File: config.mk
export PLATFORM = sky130hd
export DESIGN_NAME = xpt_program
export DESIGN_NICKNAME = d
export VERILOG_FILES = /design/src/core/xpt_pkg.sv /design/src/core/xpt_matrix.sv /design/src/core/xpt_program.sv
export SDC_FILE = /design/constraint.sdc
export NUM_CORES = 1
export LEC_CHECK = 0
export ABC_AREA = 1
export ABC_CLOCK_PERIOD_IN_PS = 2950
export BUFFER_PORTS_ARGS = -buffer_cell sky130_fd_sc_hd__buf_4
export CAP_MARGIN = 20
export CORE_MARGIN = 2
export CORE_UTILIZATION = 55
export DETAILED_ROUTE_END_ITERATION = 6
export PLACE_DENSITY = 0.76
export REMOVE_ABC_BUFFERS = 1
export SYNTH_ARGS = -nofsm -noshare
export SYNTH_HDL_FRONTEND = slang
export SYNTH_HIERARCHICAL = 1
export SYNTH_SLANG_ARGS = --single-unit
File: constraint.sdc
create_clock -name CLK -period 2.95 [get_ports CLK]
set_clock_uncertainty 0.15 [all_clocks]
set_input_delay 0.59 -clock CLK [delete_from_list [all_inputs] [get_ports CLK]]
set_output_delay 0.59 -clock CLK [all_outputs]
set_load 0.1 [all_outputs]
File: src/core/xpt_pkg.sv
// Constants shared by the crosspoint programming logic
package xpt_pkg;
  localparam int NUM_OUT      = 16;
  localparam int NUM_IN       = 16;
  localparam int SEL_W        = 4;
  localparam int GRP_W        = 5;
  localparam int WORD_W       = 80;
  localparam int EN_POS       = 0;
  localparam int ADDR_W       = 4;
  localparam int SEL_LSB      = 0;
  localparam logic [SEL_W-1:0] SEL_RST = 4'h0;
endpackage

File: src/core/xpt_matrix.sv
// Update latch rank and per-output decode onto one-hot crosspoint controls
`timescale 1ns/1ps
module xpt_matrix (
  input  wire logic                                    CLK,
  input  wire logic                                    SRST,
  input  wire logic                                    ce,
  input  wire logic                                    load,
  input  wire logic                                    rst_outputs,
  input  wire logic [xpt_pkg::WORD_W-1:0]              word,
  output logic [xpt_pkg::NUM_OUT*xpt_pkg::NUM_IN-1:0]  points,
  output logic [xpt_pkg::NUM_OUT-1:0]                  enables
);
  logic [xpt_pkg::WORD_W-1:0] latch_r;
  logic                       forced_off_r;

  // Select LSB is shifted first, so it sits at the top of its group
  function automatic logic [xpt_pkg::SEL_W-1:0] sel_of(input logic [xpt_pkg::WORD_W-1:0] w,
                                                      input int o);
    logic [xpt_pkg::SEL_W-1:0] s;
    for (int k = 0; k < xpt_pkg::SEL_W; k++) begin
      s[k] = w[o*xpt_pkg::GRP_W + xpt_pkg::GRP_W-1-k];
    end
    return s;
  endfunction

  // Holds last word while load is low, so shifting never disturbs the matrix
  always_ff @(posedge CLK) begin
    if (SRST) begin
      latch_r <= '0;
    end else if (ce && load) begin
      latch_r <= word;
    end
  end

  // Reset clears enables only; stored word stays put
  always_ff @(posedge CLK) begin
    if (SRST) begin
      forced_off_r <= 1'b1;
    end else if (ce) begin
      if (rst_outputs) begin
        forced_off_r <= 1'b1;
      end else if (load) begin
        forced_off_r <= 1'b0;
      end
    end
  end

  always_comb begin
    points  = '0;
    enables = '0;
    for (int o = 0; o < xpt_pkg::NUM_OUT; o++) begin
      if (!forced_off_r && latch_r[o*xpt_pkg::GRP_W+xpt_pkg::EN_POS]) begin
        enables[o] = 1'b1;
        points[o*xpt_pkg::NUM_IN +
               int'(sel_of(latch_r, o))] = 1'b1;
      end
    end
  end
endmodule

File: src/core/xpt_program.sv
// Programming front end of the 16x16 crosspoint switch
// Summary of operation
// - Each output routes from any one of 16 inputs, or none.
// - Disabled outputs are high impedance.
// - Load a first rank, then one global latch applies all settings.
// - Reset input disables all outputs.
// - Serial mode takes one 80-bit word reprogramming the whole matrix.
// - Parallel mode changes one output without reloading others.
// - Data clocks in and latches only while chip select is low.
// - Update low while shifting passes every intermediate state.
// - Serial input sampled on every falling interface clock edge while selected in serial mode.
// - Five bits per output: four select bits then enable bit.
// - Enable bit low disables the output, select bits ignored.
// - Update and chip select low make the latch transparent.
// - Shifted-through data appears on serial output for chaining.
// - Parallel falling edge with update high writes five data lines into addressed slot; with update low it writes nothing.
// - Reset disables outputs, leaving registers unchanged.
// - First serial bit reaches serial output 80 edges later.
`timescale 1ns/1ps
module xpt_program (
  input  wire logic                                    CLK,
  input  wire logic                                    SRST,
  input  wire logic                                    CLK_EN,
  input  wire logic                                    SCLK,
  input  wire logic                                    DATA_IN,
  input  wire logic                                    CHIP_SEL_N,
  input  wire logic                                    UPDATE_N,
  input  wire logic                                    RESET_N,
  input  wire logic                                    MODE_SELECT_SERIAL_LOW,
  input  wire logic [xpt_pkg::ADDR_W-1:0]              OUTPUT_ADDRESS_LINES,
  input  wire logic [xpt_pkg::SEL_W-1:0]               INPUT_SELECT_BITS,
  input  wire logic                                    OUTPUT_ENABLE_BIT,
  output logic                                         DATA_OUT,
  output logic [xpt_pkg::NUM_OUT*xpt_pkg::NUM_IN-1:0]  POINTS,
  output logic [xpt_pkg::NUM_OUT-1:0]                  OUT_ENABLE
);
  localparam int SYNC_W = 9 + xpt_pkg::ADDR_W + xpt_pkg::SEL_W;
  // Idle pin levels: clock, select, update and reset high, so no false edge after reset
  localparam logic [SYNC_W-1:0] SYNC_IDLE = 17'h17000;

  // Builds one stored group: enable at its own slot, select bits LSB on top
  function automatic logic [xpt_pkg::GRP_W-1:0] grp_pack(input logic en,
                                                        input logic [xpt_pkg::SEL_W-1:0] s);
    logic [xpt_pkg::GRP_W-1:0] g;
    g = '0;
    g[xpt_pkg::EN_POS] = en;
    for (int k = 0; k < xpt_pkg::SEL_W; k++) begin
      g[xpt_pkg::GRP_W-1-k] = s[k];
    end
    return g;
  endfunction

  // One output lane: at most one point, and enabled exactly when routed
  function automatic logic route_ok(input logic [xpt_pkg::NUM_IN-1:0] p, input logic e);
    int n;
    n = 0;
    for (int i = 0; i < xpt_pkg::NUM_IN; i++) begin
      n = n + int'(p[i]);
    end
    return (n <= 1) && (e == (n == 1));
  endfunction

  // Two-stage synchronisers; stage one feeds only stage two
  logic [SYNC_W-1:0] sync1_r;
  logic [SYNC_W-1:0] sync2_r;
  logic              sclk_d_r;
  logic [xpt_pkg::WORD_W-1:0] shift_r;
  logic              dout_r;
  logic [xpt_pkg::NUM_OUT*xpt_pkg::NUM_IN-1:0] points_c;
  logic [xpt_pkg::NUM_OUT-1:0] en_c;
  logic [xpt_pkg::NUM_OUT*xpt_pkg::NUM_IN-1:0] points_r;
  logic [xpt_pkg::NUM_OUT-1:0] en_r;

  always_ff @(posedge CLK) begin
    if (SRST) begin
      sync1_r <= SYNC_IDLE;
      sync2_r <= SYNC_IDLE;
    end else if (CLK_EN) begin
      sync1_r <= {SCLK, DATA_IN, CHIP_SEL_N, UPDATE_N, RESET_N, MODE_SELECT_SERIAL_LOW,
                  OUTPUT_ENABLE_BIT, 2'h0, OUTPUT_ADDRESS_LINES, INPUT_SELECT_BITS};
      sync2_r <= sync1_r;
    end
  end

  logic                        s_clk;
  logic                        s_din;
  logic                        s_cs_n;
  logic                        s_upd_n;
  logic                        s_rst_n;
  logic                        s_par;
  logic                        s_en;
  logic [xpt_pkg::ADDR_W-1:0]  s_addr;
  logic [xpt_pkg::SEL_W-1:0]   s_sel;
  logic                        fall;
  logic                        selected;

  assign s_clk   = sync2_r[SYNC_W-1];
  assign s_din   = sync2_r[SYNC_W-2];
  assign s_cs_n  = sync2_r[SYNC_W-3];
  assign s_upd_n = sync2_r[SYNC_W-4];
  assign s_rst_n = sync2_r[SYNC_W-5];
  assign s_par   = sync2_r[SYNC_W-6];
  assign s_en    = sync2_r[SYNC_W-7];
  assign s_addr  = sync2_r[xpt_pkg::SEL_W +: xpt_pkg::ADDR_W];
  assign s_sel   = sync2_r[0 +: xpt_pkg::SEL_W];
  assign fall    = sclk_d_r && !s_clk;
  assign selected = !s_cs_n;

  always_ff @(posedge CLK) begin
    if (SRST) begin
      sclk_d_r <= 1'b1;
    end else if (CLK_EN) begin
      sclk_d_r <= s_clk;
    end
  end

  // Shift register; serial enters at bit 0 so the highest group lands on top
  always_ff @(posedge CLK) begin
    if (SRST) begin
      shift_r <= '0;
    end else if (CLK_EN && fall && selected) begin
      if (!s_par) begin
        shift_r <= {shift_r[xpt_pkg::WORD_W-2:0], s_din};
      end else if (s_upd_n) begin
        shift_r[int'(s_addr)*xpt_pkg::GRP_W +: xpt_pkg::GRP_W] <= grp_pack(s_en, s_sel);
      end
    end
  end

  // Bit that leaves the top is the one shifted in 80 edges earlier
  always_ff @(posedge CLK) begin
    if (SRST) begin
      dout_r <= 1'b0;
    end else if (CLK_EN && fall && selected && !s_par) begin
      dout_r <= shift_r[xpt_pkg::WORD_W-1];
    end
  end

  // Update low keeps latching every cycle, so intermediate shift states pass
  xpt_matrix u_matrix (
    .CLK         (CLK),
    .SRST        (SRST),
    .ce          (CLK_EN),
    .load        (selected && !s_upd_n),
    .rst_outputs (!s_rst_n),
    .word        (shift_r),
    .points      (points_c),
    .enables     (en_c)
  );

  always_ff @(posedge CLK) begin
    if (SRST) begin
      points_r <= '0;
      en_r     <= '0;
    end else if (CLK_EN) begin
      points_r <= points_c;
      en_r     <= en_c;
    end
  end

  logic routes_ok_c;

  always_comb begin
    routes_ok_c = 1'b1;
    for (int o = 0; o < xpt_pkg::NUM_OUT; o++) begin
      if (!route_ok(points_r[o*xpt_pkg::NUM_IN +: xpt_pkg::NUM_IN], en_r[o])) begin
        routes_ok_c = 1'b0;
      end
    end
  end

  assign DATA_OUT   = dout_r;
  assign POINTS     = points_r;
  assign OUT_ENABLE = en_r;

  reset_off_a: assert property (@(posedge CLK) disable iff (SRST)
    (CLK_EN && !s_rst_n) |=> ##1 (!CLK_EN || en_r == '0))
    else $error("outputs enabled after reset input");
  idle_hold_a: assert property (@(posedge CLK) disable iff (SRST)
    (CLK_EN && !selected) |=> $stable(shift_r))
    else $error("shift register changed while deselected");
  serial_shift_a: assert property (@(posedge CLK) disable iff (SRST)
    (CLK_EN && fall && selected && !s_par) |=> shift_r[0] == $past(s_din))
    else $error("serial bit not captured");
  serial_out_a: assert property (@(posedge CLK) disable iff (SRST)
    (CLK_EN && fall && selected && !s_par)
      |=> dout_r == $past(shift_r[xpt_pkg::WORD_W-1]))
    else $error("serial output wrong");
  par_write_a: assert property (@(posedge CLK) disable iff (SRST)
    (CLK_EN && fall && selected && s_par && s_upd_n)
      |=> shift_r[int'($past(s_addr))*xpt_pkg::GRP_W +: xpt_pkg::GRP_W]
          == grp_pack($past(s_en), $past(s_sel)))
    else $error("parallel slot not written");
  par_keep_a: assert property (@(posedge CLK) disable iff (SRST)
    (CLK_EN && fall && selected && s_par && s_upd_n && s_addr != '0)
      |=> $stable(shift_r[xpt_pkg::GRP_W-1:0]))
    else $error("parallel write disturbed another slot");
  par_dout_a: assert property (@(posedge CLK) disable iff (SRST)
    (CLK_EN && s_par) |=> $stable(dout_r))
    else $error("serial output moved in parallel mode");
  out_hold_a: assert property (@(posedge CLK) disable iff (SRST)
    (CLK_EN && (s_cs_n || s_upd_n) && s_rst_n) |=> ##1 (!CLK_EN || $stable(en_r)))
    else $error("outputs changed without update");
  all_lanes_a: assert property (@(posedge CLK) disable iff (SRST)
    routes_ok_c)
    else $error("output routing not one-hot");
  onehot_out_a: assert property (@(posedge CLK) disable iff (SRST)
    $onehot0(points_r[xpt_pkg::NUM_IN-1:0]) &&
    (en_r[0] == |points_r[xpt_pkg::NUM_IN-1:0]))
    else $error("output zero routing not one-hot");
endmodule

== Yosys cells after proc, flatten, opt, wreduce, memory -nomap -nowiden ==
Cells that the tools add are included.

* Add/sub/neg operators: 16
* $mul: 1
* $lt $le $gt $ge: 32
* Equal/unequal tests: 2
* Shifts and indexed selects: 2
* Muxes and demuxes: 69
* Bitwise operators: 15
* Reductions and logical operators: 45

{| class="wikitable"
|+ Operator list
! cell !! count
|-
| 256-bit two-way mux || 15
|-
| 256-bit OR || 14
|-
| 32-bit by 1-bit greater-or-equal comparator with 1-bit output (second input constant) || 15
|-
| 32-bit by 10-bit < comparator with 1-bit output (second input constant) || 15
|-
| 16-bit by 256-bit OR with 256-bit output || 1
|-
| 80-bit two-way mux || 2
|-
| 1-bit demux with 8-bit select || 15
|-
| 80-bit bitwise mux || 1
|-
| 5-bit by 33-bit variable shift with 80-bit output (first input constant) || 1
|-
| 5-bit by 33-bit indexed part select with 80-bit output || 1
|-
| 8-bit by 4-bit adder with 9-bit output (first input constant) || 8
|-
| 1-bit logical AND || 38
|-
| 1-bit two-way mux || 34
|-
| 7-bit negator with 33-bit output || 1
|-
| 7-bit by 4-bit adder with 8-bit output (first input constant) || 4
|-
| 16-bit two-way mux || 1
|-
| 6-bit by 4-bit adder with 7-bit output (first input constant) || 2
|-
| 4-bit by 9-bit < comparator with 1-bit output (second input constant) || 1
|-
| 4-bit by 3-bit multiplier with 7-bit output (second input constant) || 1
|-
| 5-bit by 4-bit adder with 6-bit output (first input constant) || 1
|-
| 1-bit zero test || 5
|-
| 1-bit demux with 4-bit select || 1
|-
| 4-bit by 1-bit greater-or-equal comparator with 1-bit output (second input constant) || 1
|-
| 2-bit by 1-bit != test with 1-bit output (second input constant) || 2
|-
| 2-bit AND reduction || 2
|}

* Flip-flop bits (word level): 465
* Bits of input ports: 18
* Output and inout bits: 273
* Logic and storage cells: 191

== Longest topological paths before layout ==
* Depth in word-level cells: 35
* Mapped depth: 13
* Mapped depth without buffers: 13

== By module ==
Netlist, hierarchy kept.

{| class="wikitable"
|+ By module, submodules not included
! module !! times used !! cells an instance !! area an instance (sq um) !! seq. area each (sq um)
|-
| xpt_program || 1 || 2069 || 14854.2 || 7687.4
|-
| xpt_matrix || 1 || 1126 || 5637.9 || 1621.6
|}

== Least setup slack after synthesis ==
No wires, ideal clock.

* Kind: reg-to-reg
* From: register sync2_r[4]
* To: register shift_r[41] (netlist bit)
* Library setup time: 0.113 ns
* Arrival: 1.945 ns
* Required time: 2.687 ns
* Setup slack: 0.742 ns
* Stages on the path, launching flop included: 12
* Buffers on the path: 1
* Period minus slack after synthesis: 2.208 ns
* Cells stage by stage: dfxtp_1 clkinv_1 ha_1 buf_2 nor2_1 nand2_1 nor2_2 nand3_2 nand2_1 inv_1 nor2_1 nor2_1

* Word-level cells in the longest chain between the ends: 6
* Elaborated cells between the ends (all ways): 7
* Classes of those cells: 1 x add/sub; 1 x mul; 2 x shift; 3 x mux

{| class="wikitable"
|+ Ends and longest elaborated chain
! element !! RTL line !! RTL
|-
| start, declared || xpt_program.sv:65 || <nowiki>logic [SYNC_W-1:0] sync2_r;</nowiki>
|-
| start signal, assigned || xpt_program.sv:81 || <nowiki>sync2_r <= sync1_r;</nowiki>
|-
| 4-bit by 3-bit multiplier with 7-bit output (*) || xpt_program.sv:125 || <nowiki>shift_r[int'(s_addr)*xpt_pkg::GRP_W +: xpt_pkg::GRP_W] <= grp_pack(s_en, s_sel);</nowiki>
|-
| 7-bit negator with 33-bit output (*) || xpt_program.sv:125 ||
|-
| 5-bit by 33-bit indexed part select with 80-bit output / 5-bit by 33-bit variable shift with 80-bit output (equally long branches) || xpt_program.sv:125 ||
|-
| 80-bit bitwise mux (*) || xpt_program.sv:125 ||
|-
| 80-bit two-way mux (*) || xpt_program.sv:124 || <nowiki>end else if (s_upd_n) begin</nowiki>
|-
| 80-bit two-way mux (*) || xpt_program.sv:122 || <nowiki>if (!s_par) begin</nowiki>
|-
| end signal, assigned || xpt_program.sv:123 || <nowiki>shift_r <= {shift_r[xpt_pkg::WORD_W-2:0], s_din};</nowiki>
|-
| end signal, assigned by index || xpt_program.sv:125 ||
|-
| end, declared || xpt_program.sv:67 || <nowiki>logic [xpt_pkg::WORD_W-1:0] shift_r;</nowiki>
|}

Mark *: on every way between the ends. The rest lies on a longest branch, timed or not. The select of a mux whose other input is x is not followed.
A chain may end at the register's enable or synchronous reset.

== Worst setup path after layout ==
* From: register sync2_r[4]
* To: register shift_r[23] (netlist bit)

The elaborated chain is that of the path after synthesis.

==> results by group <==
Placed design
  • Final Wtd Congestion: approximately 0.93
  • Detail Placement HPWL: around 36000 um
  • I/O Buffers: 290

Critical path
  • Critical Path AT: slightly below 3 ns
  • CP Buf/Inv Count: 2
  • CP max stage cell: ha_1
  • CP required: 3.31 ns
  • CP Launch Type: flip-flop
  • CP max stage delay: between 0.4 and 0.5 ns
  • Crit path capture type: flip-flop
  • Top fanout value on the critical path: 10
  • Largest delay share family, worst path: simple AND/OR/NAND/NOR gates
  • Critical path class: reg2reg
  • R2R cell count: 11
  • Critical Path Stages: 11
  • Worst path cell trace: clkinv_1 > ha_1 > nor2_1 > inv_1 > nor2_1 > nand3_1 > nand2_1 > nand2_2 > nand2_1 > nand2_1 > nor2_1

Logic synthesis
  • Average size of a mapped cell: 6.41 um2
  • Seq/Total Area, Yosys: 45.4%
  • FF+latch count, synth: 465
  • Post-Syn Area: roughly 20000 um2
  • Number of flops mapped to enable cells by yosys: 0
  • Predominant post-synthesis flop cell: dfxtp_1
  • Asr flop ratio synth: 0%
  • Synth Instances: 3195
  • Synth Warn #: 6
  • Synth cell types: 30

Route
  • DRC viols: 1
  • First DRT Iteration DRCs: 1255
  • Post-DR wirelength/cell: approximately 13 um
  • Vias/cell: ~5.1
  • Final antenna-violating net count: 0
  • Detailed Route WL: ~53000 um
  • TritonRoute pass-1 iters: 7
  • Via count: approximately 20k

Timing
  • Final period utilization: between 80% and 90%
  • Setup TNS Final: 0 ns
  • Final min period: about 2.6 ns
  • Final hold vios: 0
  • RSZ-0062 raised after global routing: no
  • Max-slew violation count: 0
  • Slew HR: 42.6%
  • Maximum clock frequency: approximately 390 MHz
  • Endpoints failing setup: 0
  • Tightest Pin Transition: 0.862 ns

Min path
  • Worst hold path depth: 3
  • Worst hold path class: in2reg

Floorplan
  • FP Rows: 70
  • Die area: 38800 um2
  • DIE HEIGHT: 197 um
  • Starting density of the core: between 50% and 60%
  • DIE WIDTH: approximately 200 um
  • Core ar.: around 37000 um2
  • IO Pins: approximately 290

Clocking
  • Clk sinks: 465
  • Root Driver: clkbuf_16
  • Post-CTS setup buffers: 0
  • # resized after CTS: 0
  • Clk_lat worst skew: between 0.5 and 0.6 ns
  • Clock tree buffer depth: 3
  • Worst-path clk slew: approximately 0.070 ns
  • CTS tree: yes
  • Total CTS buffers: 48
  • H-tree Lvls: 2
  • Hold-fix buffers at CTS: 0

GRT
  • Antenna violations before repair: 0
  • Total GRT Usage: a little over a quarter
  • First-pass GRT wire length: roughly 87000 um
  • Vias in the first global route: 18.1k
  • Grt ovf: 0
  • Largest net degree at the start of global routing: about 150

Run status
  • Failing checks: DRC
  • Status: finished with violations

Power and ir drop
  • Pwr Total: approximately 15000 uW
  • Pwr dens: around 630 nW/um2
  • Maximum vdd drop: a little over 0.4 mV
  • Static leakage: around 0.012 uW

Final layout
  • Commonest cells after routing, fill and taps aside: nor2_1, nand2_1, dfxtp_1
  • Fraction of layout cells with a size suffix above 1: between 10% and 20%
  • Layout area overhead: 19.7%
  • Most common cell after layout, fill and taps aside: nor2_1
  • N_diodes: 0
  • FILL cells: between 3k and 4k
  • Nets: between 3k and 4k

Job
  • Max_cap viols: 0
through the flow:
step / worst slack [ns] / cell area [um2] / utilization (%) / hold WS, ns / instances
6_report: 0.380 / 24500 / 67.0 / 0.0939 / 3905
5_1_grt: 0.148 / 24500 / 67.0 / 0.0963 / 3905
4_1_cts: 0.430 / 24500 / 67.0 / 0.0798 / 3905
3_5_place_dp: 0.440 / 22900 / 62.6 / 0.294 / 3819
3_3_place_gp: 0.547 / 22900 / 62.6 / 0.288 / 3819
2_1_floorplan: -2.77 / 19800 / - / 0.279 / 3034
routing by layer:
metal | vias up | track usage [%] | part of all wire, %
met3 | 70 | 4.80 | 5.7
met4 | 0 | 6.77 | 1.8
li1 | 10200 | - | -
met5 | - | 0 | 0
met1 | 9125 | 35.4 | 46
met2 | 524 | 44.4 | 47
cells by family (layout without fill, tap and decap cells):
group	Yosys count	count (layout)	synth area share [%]
fa+ha+maj	4	4	0.244
compound gates	399	399	9.88
buf+inv	392	634	7.63
simple gates	1935	1935	36.8
flops	465	465	45.4
sequential cells by signal, indices dropped and copies added, names as in the netlist:
| register | cells |
|---|---|
| sync2_r | 15 |
| u_matrix/latch_r | 80 |
| shift_r | 80 |
| POINTS | 256 |
| sync1_r | 15 |
| OUT_ENABLE | 16 |
| DATA_OUT | 1 |
| u_matrix/forced_off_r | 1 |
| sclk_d_r | 1 |
worst paths after layout:
path | from | endpoint | slack, ns
worst max register to register | sync2_r[4] | shift_r[23] | 0.38
worst max-delay path | sync2_r[4] | shift_r[23] | 0.38
worst min register to register | DATA_OUT | DATA_OUT | 0.30
worst min-delay path | RESET_N | sync1_r[12] | 0.09
power by group:
part | switching, uW | internal [uW]
logic | 1990 | 484
registers | 157 | 6530
clock network | 2510 | 3680
total | 4660 | 10700
synthesized netlist by cell type, types with 3 or more instances:
cell | number | area, um2
nor2_1 | 1223 | 4590
nand3b_1 | 7 | 52.6
inv_1 | 220 | 826
buf_2 | 33 | 165
ha_1 | 4 | 50.1
nor2_2 | 7 | 43.8
nor2_4 | 8 | 90.1
nand3_1 | 54 | 270
nor3_1 | 10 | 50.1
nand2_1 | 602 | 2260
o21ai_0 | 348 | 1740
nand2_2 | 16 | 100
o21ai_1 | 6 | 30.0
clkbuf_1 | 111 | 417
buf_1 | 10 | 37.5
o22ai_1 | 19 | 119
nand3_2 | 3 | 30.0
dfxtp_1 | 465 | 9310
inv_2 | 7 | 26.3
clkinv_1 | 3 | 11.3
buf_6 | 4 | 45.0
a21oi_1 | 25 | 125
layout make-up:
class / count / area [um2] / area share (%)
clock buffers: 65 / 1370 / 5.57
clock inverters: 21 / 246 / 1.01
inverters: 231 / 886 / 3.61
multi-input cells: 2338 / 9630 / 39.3
flip-flops and latches: 465 / 9310 / 38.0
well taps: 468 / 586 / 2.39
repair buffers: 317 / 2500 / 10.2
worst register-to-register path, cell delays in order, from the launching register on:
cell	delay [ns]
dfxtp_1	0.45
clkinv_1	0.31
ha_1	0.48
nor2_1	0.21
inv_1	0.06
nor2_1	0.15
nand3_1	0.20
nand2_1	0.13
nand2_2	0.12
nand2_1	0.10
nand2_1	0.05
nor2_1	0.10
Power figures use the tool's default switching activity.
